## src/pkg/fault_bank_pkg.sv

```systemverilog
// package: register map, field positions, reset values for the saved-fault bank
package fault_bank_pkg;

    // apb register byte offsets
    localparam logic [7:0] SAVED_FAULT_SECOND_OFS = 8'h00;
    localparam logic [7:0] SAVED_FAULT_THIRD_OFS = 8'h04;
    localparam logic [7:0] SAVED_FAULT_FOURTH_OFS = 8'h08;
    localparam logic [7:0] MANUFACTURING_STATUS_OFS = 8'h0C;
    localparam logic [7:0] MFG_CONTROL_OFS = 8'h10;
    localparam logic [7:0] FET_TEST_COMMAND_OFS = 8'h14;

    // second saved-fault register fields
    localparam int LATCHED_SHORT_BIT = 7;
    localparam int IMBALANCE_ACTIVE_BIT = 4;
    localparam int IMBALANCE_RELAX_BIT = 3;
    localparam int SECONDARY_PROTECTOR_BIT = 2;
    localparam int DISCHARGE_FET_FAULT_BIT = 1;
    localparam int CHARGE_FET_FAULT_BIT = 0;

    // third saved-fault register fields
    localparam int COMMANDED_BIT = 7;
    localparam int COMPARATOR_MUX_BIT = 6;
    localparam int GROUND_SUPPLY_BIT = 5;
    localparam int REFERENCE_VOLTAGE_BIT = 4;
    localparam int SLOW_OSCILLATOR_BIT = 3;
    localparam int INSTRUCTION_ROM_BIT = 2;
    localparam int DATA_ROM_BIT = 1;
    localparam int ONETIME_MEMORY_BIT = 0;

    // fourth saved-fault register field
    localparam int TOP_OF_STACK_BIT = 0;

    // manufacturing status word fields
    localparam int RUNTIME_PROGRAM_ENABLE_BIT = 7;
    localparam int FAULT_CHECK_ENABLE_BIT = 6;
    localparam int PREDISCHARGE_TEST_BIT = 5;
    localparam int NORMAL_FET_CONTROL_BIT = 4;
    localparam int DISCHARGE_TEST_BIT = 2;
    localparam int CHARGE_TEST_BIT = 1;
    localparam int PRECHARGE_TEST_BIT = 0;

    // test command register fields: one select bit per fet, and the value to load
    localparam int CMD_PRECHARGE_BIT = 0;
    localparam int CMD_CHARGE_BIT = 1;
    localparam int CMD_DISCHARGE_BIT = 2;
    localparam int CMD_PREDISCHARGE_BIT = 3;
    localparam int CMD_VALUE_BIT = 4;

    // fet vector order used on all fet ports
    localparam int FET_PRECHARGE = 0;
    localparam int FET_CHARGE = 1;
    localparam int FET_DISCHARGE = 2;
    localparam int FET_PREDISCHARGE = 3;
    localparam int FET_COUNT = 4;

    // number of saved-fault flags (6 + 8 + 1)
    localparam int FAULT_COUNT = 15;

    // reset values of the software controls
    localparam logic RUNTIME_PROGRAM_ENABLE_RST = 1'b0;
    localparam logic FAULT_CHECK_ENABLE_RST = 1'b0;
    localparam logic NORMAL_FET_CONTROL_RST = 1'b1;
    localparam logic [FET_COUNT-1:0] FET_TEST_RST = 4'h0;

    // kinds of runtime one-time memory write request
    typedef enum logic [1:0] {
        PROG_FAULT_STATE,
        PROG_FUSE_STATE,
        PROG_MANUFACTURING_RECORD,
        PROG_RESERVED
    } prog_kind_t;

endpackage : fault_bank_pkg

```

## src/core/fault_and_mfg_status_bank.sv

```systemverilog
// module: saved permanent-failure flags, manufacturing status word, apb slave
//
// Chosen here: the APB interface to the registers and the register addresses.
`timescale 1ns/10ps

// How it works
// - second register bit 7 holds latched discharge short-circuit fault.
// - second register bit 4 active imbalance, bit 3 relaxed imbalance.
// - second register bit 2 holds secondary-protector fault.
// - second register bit 1 discharge fet fault, bit 0 charge fet fault.
// - third register bit 7 commanded fault, bit 6 comparator mux fault.
// - third register bit 5 ground supply fault, bit 4 reference voltage fault.
// - third register bit 3 holds slow oscillator monitor fault.
// - third register bits 2,1,0: instruction rom, data rom, one-time memory.
// - fourth register bit 0 top-of-stack fault, upper seven bits read zero.
// - manufacturing word is 16 bits; bits 15..8 and 3 read zero.
// - bit 7 permits runtime one-time memory writes; manufacturing record needs full access.
// - one-time memory writes only while stack voltage and temperature within limits.
// - configuration-update mode allows programming even with bit 7 cleared.
// - bit 6 enables fault checks; when clear no fault may trigger.
// - bit 4 zero: test mode, fets on only when test commands say.
// - bit 4 one: normal fet control, test commands ignored.
// - safety forces off, or on for body diode, override test settings.
// - bit 5 shows predischarge test enable, changed only by its command.
// - bits 2,1,0 show discharge, charge, precharge test enables, each own command.
module fault_and_mfg_status_bank
    import fault_bank_pkg::*;
#(
    parameter int ADDR_WIDTH = 8
) (
    // apb clock and reset
    input wire logic pclk,
    input wire logic presetn,
    // apb slave
    input wire logic psel,
    input wire logic penable,
    input wire logic pwrite,
    input wire logic [ADDR_WIDTH-1:0] paddr,
    input wire logic [31:0] pwdata,
    output logic [31:0] prdata,
    output logic pready,
    output logic pslverr,
    // fault detector events, second register group
    input wire logic latched_short_fault,
    input wire logic imbalance_active_fault,
    input wire logic imbalance_relax_fault,
    input wire logic secondary_protector_fault,
    input wire logic discharge_fet_fault,
    input wire logic charge_fet_fault,
    // fault detector events, third register group
    input wire logic commanded_fault,
    input wire logic comparator_mux_fault,
    input wire logic ground_supply_fault,
    input wire logic reference_voltage_fault,
    input wire logic slow_oscillator_fault,
    input wire logic instruction_rom_fault,
    input wire logic data_rom_fault,
    input wire logic onetime_memory_fault,
    // fault detector event, fourth register group
    input wire logic top_of_stack_fault,
    // clearing of saved faults, done by the outside
    input wire logic saved_fault_clear,
    // one-time memory programming
    input wire logic prog_request,
    input wire logic [1:0] prog_kind,
    input wire logic unrestricted_access_mode,
    input wire logic config_update_mode,
    input wire logic stack_voltage_ok,
    input wire logic temperature_ok,
    output logic prog_go,
    output logic prog_refused,
    // fet control
    input wire logic [FET_COUNT-1:0] normal_fet_request,
    input wire logic [FET_COUNT-1:0] safety_force_off,
    input wire logic [FET_COUNT-1:0] safety_force_on,
    output logic [FET_COUNT-1:0] fet_drive,
    output logic fet_test_mode,
    // summary
    output logic permanent_failure
);

    typedef struct packed {
        logic [31:0] prdata;
        logic pready;
        logic pslverr;
        logic runtime_program_enable;
        logic fault_check_enable;
        logic normal_fet_control;
        logic [FET_COUNT-1:0] test_on;
        logic prog_go;
        logic prog_refused;
        logic [FET_COUNT-1:0] fet_drive;
        logic permanent_failure;
    } state_t;

    state_t state_q;
    state_t state_d;

    logic [FAULT_COUNT-1:0] fault_events;
    logic [FAULT_COUNT-1:0] fault_flags;
    logic [7:0] second_reg;
    logic [7:0] third_reg;
    logic [7:0] fourth_reg;
    logic [15:0] mfg_word;
    logic setup_phase;
    logic write_strobe;
    logic prog_allowed;
    logic [FET_COUNT-1:0] fet_source;

    // full byte offset of an apb address, bits above the map must be zero
    function automatic logic addr_hit(input logic [ADDR_WIDTH-1:0] addr, input logic [7:0] ofs);
        addr_hit = (addr == ADDR_WIDTH'(ofs));
    endfunction : addr_hit

    // true for any address that holds a register
    function automatic logic addr_mapped(input logic [ADDR_WIDTH-1:0] addr);
        addr_mapped = addr_hit(addr, SAVED_FAULT_SECOND_OFS) ||
                      addr_hit(addr, SAVED_FAULT_THIRD_OFS) ||
                      addr_hit(addr, SAVED_FAULT_FOURTH_OFS) ||
                      addr_hit(addr, MANUFACTURING_STATUS_OFS) ||
                      addr_hit(addr, MFG_CONTROL_OFS) ||
                      addr_hit(addr, FET_TEST_COMMAND_OFS);
    endfunction : addr_mapped

    // detector events packed in register order: fourth, third, second
    assign fault_events = {
        top_of_stack_fault,
        commanded_fault,
        comparator_mux_fault,
        ground_supply_fault,
        reference_voltage_fault,
        slow_oscillator_fault,
        instruction_rom_fault,
        data_rom_fault,
        onetime_memory_fault,
        latched_short_fault,
        imbalance_active_fault,
        imbalance_relax_fault,
        secondary_protector_fault,
        discharge_fet_fault,
        charge_fet_fault
    };

    // saved faults only latch while checks are enabled
    sticky_flags #(
        .WIDTH(FAULT_COUNT)
    ) u_saved_faults (
        .pclk(pclk),
        .presetn(presetn),
        .enable(state_q.fault_check_enable),
        .clear(saved_fault_clear),
        .set(fault_events),
        .flags(fault_flags)
    );

    // second register: bits 6 and 5 read zero
    always_comb begin
        second_reg = 8'h00;
        second_reg[LATCHED_SHORT_BIT] = fault_flags[5];
        second_reg[IMBALANCE_ACTIVE_BIT] = fault_flags[4];
        second_reg[IMBALANCE_RELAX_BIT] = fault_flags[3];
        second_reg[SECONDARY_PROTECTOR_BIT] = fault_flags[2];
        second_reg[DISCHARGE_FET_FAULT_BIT] = fault_flags[1];
        second_reg[CHARGE_FET_FAULT_BIT] = fault_flags[0];
    end

    // third register: all eight bits used
    always_comb begin
        third_reg = 8'h00;
        third_reg[COMMANDED_BIT] = fault_flags[13];
        third_reg[COMPARATOR_MUX_BIT] = fault_flags[12];
        third_reg[GROUND_SUPPLY_BIT] = fault_flags[11];
        third_reg[REFERENCE_VOLTAGE_BIT] = fault_flags[10];
        third_reg[SLOW_OSCILLATOR_BIT] = fault_flags[9];
        third_reg[INSTRUCTION_ROM_BIT] = fault_flags[8];
        third_reg[DATA_ROM_BIT] = fault_flags[7];
        third_reg[ONETIME_MEMORY_BIT] = fault_flags[6];
    end

    // fourth register: only bit 0, reserved bits stay zero
    always_comb begin
        fourth_reg = 8'h00;
        fourth_reg[TOP_OF_STACK_BIT] = fault_flags[14];
    end

    // manufacturing word: upper byte and bit 3 read zero
    always_comb begin
        mfg_word = 16'h0000;
        mfg_word[RUNTIME_PROGRAM_ENABLE_BIT] = state_q.runtime_program_enable;
        mfg_word[FAULT_CHECK_ENABLE_BIT] = state_q.fault_check_enable;
        mfg_word[PREDISCHARGE_TEST_BIT] = state_q.test_on[FET_PREDISCHARGE];
        mfg_word[NORMAL_FET_CONTROL_BIT] = state_q.normal_fet_control;
        mfg_word[DISCHARGE_TEST_BIT] = state_q.test_on[FET_DISCHARGE];
        mfg_word[CHARGE_TEST_BIT] = state_q.test_on[FET_CHARGE];
        mfg_word[PRECHARGE_TEST_BIT] = state_q.test_on[FET_PRECHARGE];
    end

    // apb phases; pready is high in every access phase, so no wait states
    assign setup_phase = psel && !penable;
    assign write_strobe = psel && penable && state_q.pready && pwrite;

    // limits gate every write; config update bypasses the runtime enable bit
    always_comb begin
        prog_allowed = 1'b0;
        if (config_update_mode) begin
            prog_allowed = 1'b1;
        end else if (state_q.runtime_program_enable) begin
            // manufacturing record only on request with full access
            if (prog_kind == 2'(PROG_MANUFACTURING_RECORD)) begin
                prog_allowed = unrestricted_access_mode;
            end else begin
                prog_allowed = (prog_kind != 2'(PROG_RESERVED));
            end
        end
        prog_allowed = prog_allowed && stack_voltage_ok && temperature_ok;
    end

    // fet source: normal control, or the test bits in test mode
    always_comb begin
        if (state_q.normal_fet_control) begin
            fet_source = normal_fet_request;
        end else begin
            fet_source = state_q.test_on;
        end
    end

    // next state: bus answer, controls, programming strobes, fet drive
    always_comb begin
        state_d = state_q;
        state_d.prog_go = 1'b0;
        state_d.prog_refused = 1'b0;
        // answer prepared in the setup cycle so outputs come from flops
        state_d.pready = setup_phase;
        state_d.pslverr = setup_phase && !addr_mapped(paddr);
        state_d.prdata = 32'h0000_0000;
        if (setup_phase && !pwrite) begin
            if (addr_hit(paddr, SAVED_FAULT_SECOND_OFS)) begin
                state_d.prdata = {24'h00_0000, second_reg};
            end else if (addr_hit(paddr, SAVED_FAULT_THIRD_OFS)) begin
                state_d.prdata = {24'h00_0000, third_reg};
            end else if (addr_hit(paddr, SAVED_FAULT_FOURTH_OFS)) begin
                state_d.prdata = {24'h00_0000, fourth_reg};
            end else if (addr_hit(paddr, MANUFACTURING_STATUS_OFS)) begin
                state_d.prdata = {16'h0000, mfg_word};
            end else if (addr_hit(paddr, MFG_CONTROL_OFS)) begin
                state_d.prdata = {16'h0000, mfg_word};
            end
        end
        // control writes: only the three mode bits are writable here
        if (write_strobe && addr_hit(paddr, MFG_CONTROL_OFS)) begin
            state_d.runtime_program_enable = pwdata[RUNTIME_PROGRAM_ENABLE_BIT];
            state_d.fault_check_enable = pwdata[FAULT_CHECK_ENABLE_BIT];
            state_d.normal_fet_control = pwdata[NORMAL_FET_CONTROL_BIT];
        end
        // test commands change only their own bit, and only in test mode
        if (write_strobe && addr_hit(paddr, FET_TEST_COMMAND_OFS) &&
                !state_q.normal_fet_control) begin
            if (pwdata[CMD_PRECHARGE_BIT]) begin
                state_d.test_on[FET_PRECHARGE] = pwdata[CMD_VALUE_BIT];
            end
            if (pwdata[CMD_CHARGE_BIT]) begin
                state_d.test_on[FET_CHARGE] = pwdata[CMD_VALUE_BIT];
            end
            if (pwdata[CMD_DISCHARGE_BIT]) begin
                state_d.test_on[FET_DISCHARGE] = pwdata[CMD_VALUE_BIT];
            end
            if (pwdata[CMD_PREDISCHARGE_BIT]) begin
                state_d.test_on[FET_PREDISCHARGE] = pwdata[CMD_VALUE_BIT];
            end
        end
        // a request yields exactly one of go or refused
        if (prog_request) begin
            state_d.prog_go = prog_allowed;
            state_d.prog_refused = !prog_allowed;
        end
        // force on beats force off, both beat the chosen source
        state_d.fet_drive = safety_force_on | (fet_source & ~safety_force_off);
        state_d.permanent_failure = |fault_flags;
    end

    // single register stage for all state
    always_ff @(posedge pclk or negedge presetn) begin
        if (!presetn) begin
            state_q <= '{
                prdata: 32'h0000_0000,
                pready: 1'b0,
                pslverr: 1'b0,
                runtime_program_enable: RUNTIME_PROGRAM_ENABLE_RST,
                fault_check_enable: FAULT_CHECK_ENABLE_RST,
                normal_fet_control: NORMAL_FET_CONTROL_RST,
                test_on: FET_TEST_RST,
                prog_go: 1'b0,
                prog_refused: 1'b0,
                fet_drive: 4'h0,
                permanent_failure: 1'b0
            };
        end else begin
            state_q <= state_d;
        end
    end

    // outputs straight from the state flops
    assign prdata = state_q.prdata;
    assign pready = state_q.pready;
    assign pslverr = state_q.pslverr;
    assign prog_go = state_q.prog_go;
    assign prog_refused = state_q.prog_refused;
    assign fet_drive = state_q.fet_drive;
    assign fet_test_mode = !state_q.normal_fet_control;
    assign permanent_failure = state_q.permanent_failure;

endmodule : fault_and_mfg_status_bank

```

## src/core/sticky_flags.sv

```systemverilog
// module: bank of sticky flags, set wins over clear
`timescale 1ns/10ps
module sticky_flags #(
    parameter int WIDTH = 8
) (
    // clock and reset
    input wire logic pclk,
    input wire logic presetn,
    // control
    input wire logic enable,
    input wire logic clear,
    input wire logic [WIDTH-1:0] set,
    // state
    output logic [WIDTH-1:0] flags
);

    typedef struct packed {
        logic [WIDTH-1:0] flags;
    } state_t;

    state_t state_q;
    state_t state_d;

    // a set arriving with the clear is kept, so no event is lost
    always_comb begin
        state_d = state_q;
        if (clear) begin
            state_d.flags = '0;
        end
        if (enable) begin
            state_d.flags = state_d.flags | set;
        end
    end

    always_ff @(posedge pclk or negedge presetn) begin
        if (!presetn) begin
            state_q <= '0;
        end else begin
            state_q <= state_d;
        end
    end

    assign flags = state_q.flags;

endmodule : sticky_flags

```

## config.mk

```make
export PLATFORM = sky130hd
export DESIGN_NAME = fault_and_mfg_status_bank
export DESIGN_NICKNAME = d
export VERILOG_FILES = /design/src/pkg/fault_bank_pkg.sv /design/src/core/fault_and_mfg_status_bank.sv /design/src/core/sticky_flags.sv
export SDC_FILE = /design/constraint.sdc
export NUM_CORES = 1
export LEC_CHECK = 0
export ABC_AREA = 0
export BUFFER_PORTS_ARGS = -buffer_cell sky130_fd_sc_hd__buf_4
export CAP_MARGIN = 10
export CORE_ASPECT_RATIO = 1.4
export CORE_MARGIN = 8
export CORE_UTILIZATION = 45
export CTS_BUF_LIST = sky130_fd_sc_hd__clkbuf_2 sky130_fd_sc_hd__clkbuf_4 sky130_fd_sc_hd__clkbuf_8
export DETAILED_ROUTE_END_ITERATION = 6
export HOLD_SLACK_MARGIN = 0.1
export PLACE_DENSITY = 0.86
export SYNTH_ARGS = -nofsm -noshare
export SYNTH_HDL_FRONTEND = slang
export SYNTH_SLANG_ARGS = --single-unit
```

## constraint.sdc

```tcl
create_clock -name pclk -period 3.7 [get_ports pclk]
set_input_delay 0.37 -clock pclk [delete_from_list [all_inputs] [get_ports pclk]]
set_output_delay 0.37 -clock pclk [all_outputs]
set_load 0.03 [all_outputs]
```

# --- Word level (Yosys, flattened, before mapping) ---
# Cells that the tools add are included.
word_totals:
  ff_bits: 63
  out_inout_bits: 42
  word_cells: 66
classes:
  n_eq_ne: 7
  mux: 13
  bitwise_logic: 4
  n_reduce_logical: 27
op_table:
  columns: ["operator", "n"]
  rows:
  - ["$mux 8", 5]
  - ["$mux 32", 1]
  - ["$mux 15", 2]
  - ["$eq 8x4->1 const B", 2]
  - ["$eq 8x5->1 const B", 2]
  - ["$or 15x15->15", 1]
  - ["$reduce_or 15->1", 1]
  - ["$logic_and 1x1->1", 11]
  - ["$eq 8x3->1 const B", 1]
  - ["$logic_not 8->1", 1]
  - ["$reduce_and 2->1", 4]
  - ["$logic_not 1->1", 5]
  - ["$logic_or 1x1->1", 5]
  - ["$and 4x4->4", 1]
  - ["$mux 4", 1]
  - ["$not 4->4", 1]
  - ["$or 4x4->4", 1]
  - ["$mux 1", 3]
  - ["$eq 2x2->1 const B", 1]
  - ["$mux 2", 1]
  - ["$ne 2x2->1 const B", 1]

# --- Logic depth before layout (Yosys ltp) ---
# Gate-level depths: netlist of the first run.
depth:
  word_depth: 8
  ltp_mapped: 6
  depth_no_buf: 4

# --- Modules after synthesis ---
# From an unflattened synthesis of the first run, not the netlist that was laid out.
hier_totals:
  hier_cells: 202
  hier_area_um2: 1999.4
by_module_without_submodules:
  columns: ["module", "n_inst", "cells_per_inst", "area_per_inst_um2", "seq_area_each_um2"]
  rows:
  - ["fault_and_mfg_status_bank", 1, 140, 1376.3, 601.8]
  - ["sticky_flags", 1, 62, 623.1, 375.4]

# --- Worst setup path after synthesis of the first run ---
# Ideal clock, no wire load.
synth_path:
  kind: "register to register"
  startpoint: "register state_q (netlist bit mfg_word[4])"
  endpoint: "register state_q (netlist bit mfg_word[0])"
  setup_time_ns: 0.125
  arrival_time_ns: 1.520
  required_ns: 3.575
  path_slack_ns: 2.055
  path_stages_with_launch: 7
  n_path_buf: 2
  period_less_slack_ns: 1.645
  cell_sequence: "dfstp_2 -> clkbuf_1 -> nor2b_1 -> and4b_1 -> buf_6 -> nand2_2 -> mux2_4"
synth_via:
  elab_chain_cells: 3
synth_rtl:
  columns: ["element", "line_no", "text"]
  rows:
  - ["start, declared", "fault_and_mfg_status_bank.sv:96", "state_t state_q;"]
  - ["start signal, assigned", "fault_and_mfg_status_bank.sv:284", "state_q <= '{"]
  - ["start signal, assigned", "fault_and_mfg_status_bank.sv:298", "state_q <= state_d;"]
  - ["$logic_not 1->1", "fault_and_mfg_status_bank.sv:257", "!state_q.normal_fet_control) begin"]
  - ["$logic_and 1x1->1", "fault_and_mfg_status_bank.sv:256", "if (write_strobe && addr_hit(paddr, FET_TEST_COMMAND_OFS) &&"]
  - ["$reduce_and 2->1 (no line)", null, null]
# Every way passes these cells.
# A chain may end at the register's enable or synchronous reset.

# --- Worst setup path after layout of the first run ---
layout_path:
  startpoint: "register state_q (netlist bit mfg_word[4])"
  endpoint: "output fet_test_mode"
layout_via:
  elab_chain_cells: 1
layout_rtl:
  columns: ["element", "line_no", "text"]
  rows:
  - ["$logic_not 1->1", "fault_and_mfg_status_bank.sv:309", "assign fet_test_mode = !state_q.normal_fet_control;"]
  - ["end, declared", "fault_and_mfg_status_bank.sv:77", "output logic fet_test_mode,"]
# Every way passes these cells.

==> results of run 1 <==
synthesized netlist by cell type:
| cell type | number | area (um^2) |
|---|---|---|
| sky130_fd_sc_hd__a211oi_1 | 4 | 30.03 |
| sky130_fd_sc_hd__nor4b_1 | 1 | 8.760 |
| sky130_fd_sc_hd__nor4_1 | 4 | 25.02 |
| sky130_fd_sc_hd__nand2_2 | 2 | 12.51 |
| sky130_fd_sc_hd__and4_1 | 1 | 8.760 |
| sky130_fd_sc_hd__buf_2 | 2 | 10.01 |
| sky130_fd_sc_hd__o22ai_1 | 4 | 25.02 |
| sky130_fd_sc_hd__a31o_2 | 2 | 17.52 |
| sky130_fd_sc_hd__or3_4 | 1 | 11.26 |
| sky130_fd_sc_hd__buf_6 | 1 | 11.26 |
| sky130_fd_sc_hd__a22oi_1 | 4 | 30.03 |
| sky130_fd_sc_hd__mux2i_1 | 5 | 50.05 |
| sky130_fd_sc_hd__nor3b_1 | 1 | 7.510 |
| sky130_fd_sc_hd__nor3_2 | 1 | 10.01 |
| sky130_fd_sc_hd__nand4_1 | 1 | 6.260 |
| sky130_fd_sc_hd__nor2b_1 | 5 | 31.28 |
| sky130_fd_sc_hd__a221oi_1 | 1 | 8.760 |
| sky130_fd_sc_hd__dfrtp_1 | 38 | 950.9 |
| sky130_fd_sc_hd__mux2_4 | 2 | 30.03 |
| sky130_fd_sc_hd__nand2_1 | 18 | 67.56 |
| sky130_fd_sc_hd__mux2_2 | 3 | 33.78 |
| sky130_fd_sc_hd__o211ai_1 | 1 | 7.510 |
| sky130_fd_sc_hd__nand2b_1 | 4 | 25.02 |
| sky130_fd_sc_hd__a21oi_1 | 9 | 45.04 |
| sky130_fd_sc_hd__clkbuf_1 | 6 | 22.52 |
| sky130_fd_sc_hd__o21bai_1 | 5 | 37.54 |
| sky130_fd_sc_hd__inv_1 | 22 | 82.58 |
| sky130_fd_sc_hd__buf_4 | 24 | 180.2 |
| sky130_fd_sc_hd__dfstp_2 | 1 | 26.28 |
| sky130_fd_sc_hd__and4b_1 | 1 | 10.01 |
| sky130_fd_sc_hd__conb_1 | 1 | 3.750 |
| sky130_fd_sc_hd__nor2_1 | 5 | 18.77 |
| sky130_fd_sc_hd__nand3_1 | 3 | 15.01 |
| sky130_fd_sc_hd__nor3_1 | 4 | 20.02 |
| sky130_fd_sc_hd__o21ai_0 | 16 | 80.08 |
| sky130_fd_sc_hd__and2_1 | 1 | 6.260 |
area by class of cell:
cell class                 count  share of cell area (%)
clock inverter                 1                  0.1982
multi-input combinational    133                   30.48
tap                           45                   2.230
sequential                    39                   38.70
clock buffer                   7                   3.320
timing repair buffer          73                   21.80
inverter                      22                   3.271
registers in the layout, summed over array words and instances (netlist names):
name / flops
pslverr: 1
prog_refused: 1
u_saved_faults.flags: 15
pready: 1
prdata: 8
prog_go: 1
mfg_word: 7
fet_drive: 4
permanent_failure: 1
worst max-delay path by stage:
stage	startpoint	to	slack [ps]	depth (start not counted)
after floorplan	mfg_word[4]	mfg_word[0]	2060	6
after global placement	paddr[7]	mfg_word[5]	1930	5
after detailed placement	paddr[7]	mfg_word[0]	1880	5
after CTS	mfg_word[4]	fet_test_mode	2120	2
after global routing	mfg_word[4]	fet_test_mode	2090	2
final	mfg_word[4]	fet_test_mode	2130	2
kinds of logic (layout without fill, tap and decap cells):
family / count (synthesis) / in the layout / synth area share (%)
buf+inv: 55 / 103 / 15.59
simple gates: 53 / 53 / 14.44
compound gates: 46 / 46 / 14.31
flops: 39 / 39 / 49.68
mux: 10 / 10 / 5.789
other cells: 1 / 24 / 0.1907
metal layers:
metal	wire, um	vias up	global-route usage, %
li1	-	778	-
met1	1695	724	13.49
met2	2391	68	24.92
met3	393	7	6.731
met4	72	0	7.350
met5	0	-	0
report_power, final:
group	total [mW]	switching (mW)	internal (mW)
Combinational	0.134	0.0796	0.0543
Sequential	0.435	0.00237	0.433
Clock	0.278	0.132	0.147
per-stage QoR:
stage	utilization (%)	hold slack [ps]	worst slack [ps]	cell area [um^2]	power [mW]
2_1_floorplan	-	74.41	2055	2053	0.5290
3_3_place_gp	57.71	351.8	1931	2426	0.5736
3_5_place_dp	57.71	355.5	1876	2426	0.5759
4_1_cts	60.06	241.8	2116	2525	0.8555
5_1_grt	60.06	245.2	2088	2525	0.8821
6_report	60.06	248.9	2128	2525	0.8468
critical path, stage by stage, from the launching register on:
cell                      delay, ps
sky130_fd_sc_hd__dfstp_2        650
sky130_fd_sc_hd__inv_1           80
sky130_fd_sc_hd__buf_4          170
==> impl_metrics.py, run 1 <==
metrics = {
    "outcome": {
        "status": "completed",
    },
    "synthesis": {
        "synth.ff_latch_count": 39,
        "synth_cells": 204,
        "summed_instance_area_of_the_synthesized_netlist_mm2": 0.001967,
        "yosysWarnings": 0,
        "post_synthesis_cell_type_count": 36,
        "synth.yosys.seq_area_share_pct": 49.68,
        "synthesis.area_per_instance_um2": 9.642,
    },
    "cells_and_area": {
        "mostFrequentLayoutCell": "sky130_fd_sc_hd__buf_4",
        "post_layout_nonfiller_instances": 320,
        "drive_above_1_share_pct": 33.45,
        "areaGrowthSynthToFinish_pct": 28.37,
        "layout.filler_cells": 372,
        "layout.cells.most_common_list": "sky130_fd_sc_hd__buf_4 (72), sky130_fd_sc_hd__dfrtp_1 (38), sky130_fd_sc_hd__conb_1 (24)",
        "antennaDiodeCount": 0,
        "multi_input_comb_area_um2": 769.5,
        "final-seq-area_um2": 977.2,
        "layout.nets": 354,
    },
    "die": {
        "fp.dieH_um": 94.23,
        "design.portCount": 122,
        "starting_density_of_the_core_pct": 46.79,
        "dieWidth_um": 71.88,
        "die_area_mm2": 0.006772,
        "coreArea_mm2": 0.004204,
        "floorplan.rows": 28,
    },
    "placement": {
        "place.gp.congestion": 0.8261,
        "place.port_buffers": 72,
        "placed_cells_incl_taps": 311,
        "hpwl_mm": 3.780,
    },
    "clocking": {
        "number_of_buffers_on_the_longest_clock_path": 2,
        "hold_fix_buffer_count_after_cts": 1,
        "cts_made_buffers": 5,
        "numClockSinks": 39,
        "ctsHtreeMaxLevel": 2,
        "post-cts-setup-buffers": 0,
        "clock_latency_ps": 290,
        "path_clk_slew_ps": 70,
        "clockRootBuffer": "sky130_fd_sc_hd__clkbuf_8",
        "cts_repair_resize_count": 0,
        "cts_tree": "done",
    },
    "route": {
        "firstDrtPassIters": 4,
        "vias_per_cell": 4.928,
        "finalWirelength_mm": 4.553,
        "routed_wl_per_cell_um": 14.23,
        "drc_errors": 0,
        "num_vias": 1577,
        "detailedRoute.firstIterationViolations": 38,
        "postRouteAntennaNets": 0,
    },
    "sta": {
        "skew_ps": 8.222,
        "timing_max_transition_violations_final": 0,
        "timing_hold_violations_final": 0,
        "timing_worst_slew_pin_value_ps": 754.4,
        "maxSlewHeadroom_pct": 49.32,
        "achievable-frequency_mhz": 636.1,
        "period_needed_ps": 1572,
        "finalCritPeriodShare_pct": 42.49,
        "unrepaired_setup_endpoints_after_global_routing": "no",
        "timing.final.setup_violations": 0,
        "setup_total_negative_slack_ps": 0,
    },
    "critical_path": {
        "worstSetupPathType": "reg -> out",
        "r2r_cells": 4,
        "element_type_at_the_critical_path_start": "register",
        "critPathCaptureType": "output pin",
        "required_ps": 3330,
        "cp_data_arrival_time_ps": 1200,
        "rr_startpoint": "mfg_word[4]",
        "worstReg2RegEnd": "mfg_word[0]",
        "crit_path_max_fanout": 8,
        "r2r_slack_ps": 2160,
    },
    "global_routing": {
        "grt_start_max_net_pins": 40,
        "grt_util_all_layers_pct": 14.24,
        "grt_pass1_vias": 1720,
        "grt_first_pass_wirelength_mm": 7.486,
        "overflow": 0,
        "grt_antenna_before_repair": 0,
    },
    "power": {
        "worst_ir_drop_vdd_mv": 0.1723,
        "pwr_density_cell_mw_per_mm2": 335.4,
        "power.leakage_nw": 1.240,
    },
    "worst_hold_path": {
        "holdPathEnd": "fet_drive[3]",
        "whs_path_depth": 2,
        "hold_path_class": "in -> reg",
        "holdCritStartpoint": "safety_force_off[3]",
    },
    "flow_run": {
        "cap_violations": 0,
    },
}
(Power assumes the default switching activity.)
==> run 2: changes to the inputs <==
Settings changed: CORE_UTILIZATION 45 to 44, PLACE_DENSITY 0.86 to 0.84.
Clock period 3.7 ns to 1.59 ns, I/O delays scaled along.
==> impl_metrics.py, run 2 (synthesized netlist as in run 1, its figures left out) <==
metrics = {
    "cells_and_area": {
        "final_util_pct": 64.19,
        "drive_above_1_share_pct": 31.68,
        "layout.nets": 383,
        "layout.cells.most_common_list": "sky130_fd_sc_hd__buf_4 (77), sky130_fd_sc_hd__dfrtp_1 (38), sky130_fd_sc_hd__dlygate4sd3_1 (25)",
        "layout.filler_cells": 378,
        "antennaDiodeCount": 0,
        "mostFrequentLayoutCell": "sky130_fd_sc_hd__buf_4",
        "areaGrowthSynthToFinish_pct": 44.47,
        "largest_register_ff_count": 15,
    },
    "route": {
        "finalWirelength_mm": 5.096,
        "routed_wl_per_cell_um": 13.96,
        "num_vias": 1708,
        "vias_per_cell": 4.679,
        "postRouteAntennaNets": 0,
        "drc_errors": 0,
        "drt-met1-wl_mm": 1.923,
        "total_met2_wirelength_after_detailed_routing_mm": 2.741,
        "maxUsedRoutingLayer": "met4",
        "firstDrtPassIters": 4,
        "detailedRoute.firstIterationViolations": 105,
        "met3RoutedLength_um": 355,
    },
    "clocking": {
        "cts_repair_resize_count": 0,
        "cts_tree": "done",
        "number_of_buffers_on_the_longest_clock_path": 2,
        "path_clk_slew_ps": 70,
        "numClockSinks": 39,
        "clock_latency_ps": 290,
        "clockRootBuffer": "sky130_fd_sc_hd__clkbuf_8",
        "cts_made_buffers": 5,
        "post-cts-setup-buffers": 0,
        "ctsHtreeMaxLevel": 2,
        "hold_fix_buffer_count_after_cts": 25,
    },
    "global_routing": {
        "grt_first_pass_wirelength_mm": 8.217,
        "overflow": 0,
        "grt_antenna_before_repair": 0,
        "grt_pass1_vias": 1821,
        "grt_util_all_layers_pct": 15.00,
        "grt_start_max_net_pins": 40,
    },
    "power": {
        "total_power_mw": 2.166,
        "pwr_density_cell_mw_per_mm2": 762.2,
        "worst_ir_drop_vdd_mv": 0.7415,
        "power.leakage_nw": 1.371,
    },
    "die": {
        "design.portCount": 122,
        "fp.dieH_um": 95.11,
        "floorplan.rows": 29,
        "starting_density_of_the_core_pct": 44.43,
        "die_area_mm2": 0.006896,
        "coreArea_mm2": 0.004427,
        "dieWidth_um": 72.51,
    },
    "placement": {
        "hpwl_mm": 3.964,
        "place.port_buffers": 72,
        "place.gp.congestion": 0.8060,
    },
    "critical_path": {
        "cp_data_arrival_time_ps": 1590,
        "critPathCaptureType": "register",
        "element_type_at_the_critical_path_start": "register",
        "worstSetupPathType": "reg -> reg",
        "required_ps": 1770,
        "crit_path_max_fanout": 6,
    },
    "sta": {
        "timing.final.setup_violations": 0,
        "setup_total_negative_slack_ps": 0,
        "timing_max_transition_violations_final": 0,
        "timing_hold_violations_final": 0,
        "unrepaired_setup_endpoints_after_global_routing": "no",
        "achievable-frequency_mhz": 707.1,
        "period_needed_ps": 1414,
        "skew_ps": 11.84,
        "finalCritPeriodShare_pct": 88.94,
    },
    "worst_hold_path": {
        "hold_path_class": "in -> reg",
    },
    "flow_run": {
        "cap_violations": 0,
    },
    "outcome": {
        "status": "completed",
    },
}
-- run 2: changes by cell type in the layout (fill, tap and decap cells not counted) --
| cell | change |
|---|---|
| sky130_fd_sc_hd__clkinv_2 | -1 |
| sky130_fd_sc_hd__buf_4 | +5 |
| sky130_fd_sc_hd__dlygate4sd3_1 | +24 |
| sky130_fd_sc_hd__bufinv_16 | +1 |
| sky130_fd_sc_hd__clkbuf_4 | -1 |
-- run 2: worst max-delay path: stages, from the launching register on --
cell	delay [ps]
sky130_fd_sc_hd__dfrtp_1	340
sky130_fd_sc_hd__and4_1	230
sky130_fd_sc_hd__and4b_1	360
sky130_fd_sc_hd__nand2_2	90
sky130_fd_sc_hd__mux2_4	300
-- run 2: worst paths after layout --
kind,from,endpoint,slack (ps),cells past startpoint
min,discharge_fet_fault,u_saved_faults.flags[1],110,3
max,pready,mfg_word[0],180,4
min reg2reg,u_saved_faults.flags[5],permanent_failure,520,2
min in group asynchronous,presetn,prog_go,370,2
max in group asynchronous,presetn,mfg_word[4],870,2
max reg2reg,pready,mfg_word[0],180,4
-- run 2: power breakdown --
part	total, mW	internal [mW]	switching, mW
logic	0.368	0.169	0.199
registers	1.01	1.01	0.00567
clock network	0.786	0.476	0.309
total	2.17	1.65	0.514
-- run 2: per-stage QoR --
| step | instances | hold slack (ps) | cell area, um^2 | setup slack [ps] |
|---|---|---|---|---|
| 2_1_floorplan | 227 | -136.6 | 2054 | 67.37 |
| 3_3_place_gp | 333 | 146.8 | 2485 | 26.81 |
| 3_5_place_dp | 333 | 149.7 | 2485 | 10.86 |
| 4_1_cts | 365 | 101.5 | 2841 | 162.8 |
| 5_1_grt | 365 | 106.0 | 2841 | 102.7 |
| 6_report | 365 | 105.1 | 2841 | 175.9 |
-- run 2: metal layers --
metal	up-vias	GRT usage, %
met1	796	15.77
met2	64	27.49
met4	0	4.523
met5	-	0
met3	10	5.053
li1	838	-
-- run 2: cell type report --
cell class | count | area, um^2 | area share, %
timing repair buffer | 102 | 828.3 | 29.15
clock inverter | 1 | 30.03 | 1.057
inverter | 22 | 82.58 | 2.906
tap | 62 | 77.57 | 2.730
multi-input combinational | 133 | 769.5 | 27.08
clock buffer | 6 | 76.32 | 2.686
sequential | 39 | 977.2 | 34.39
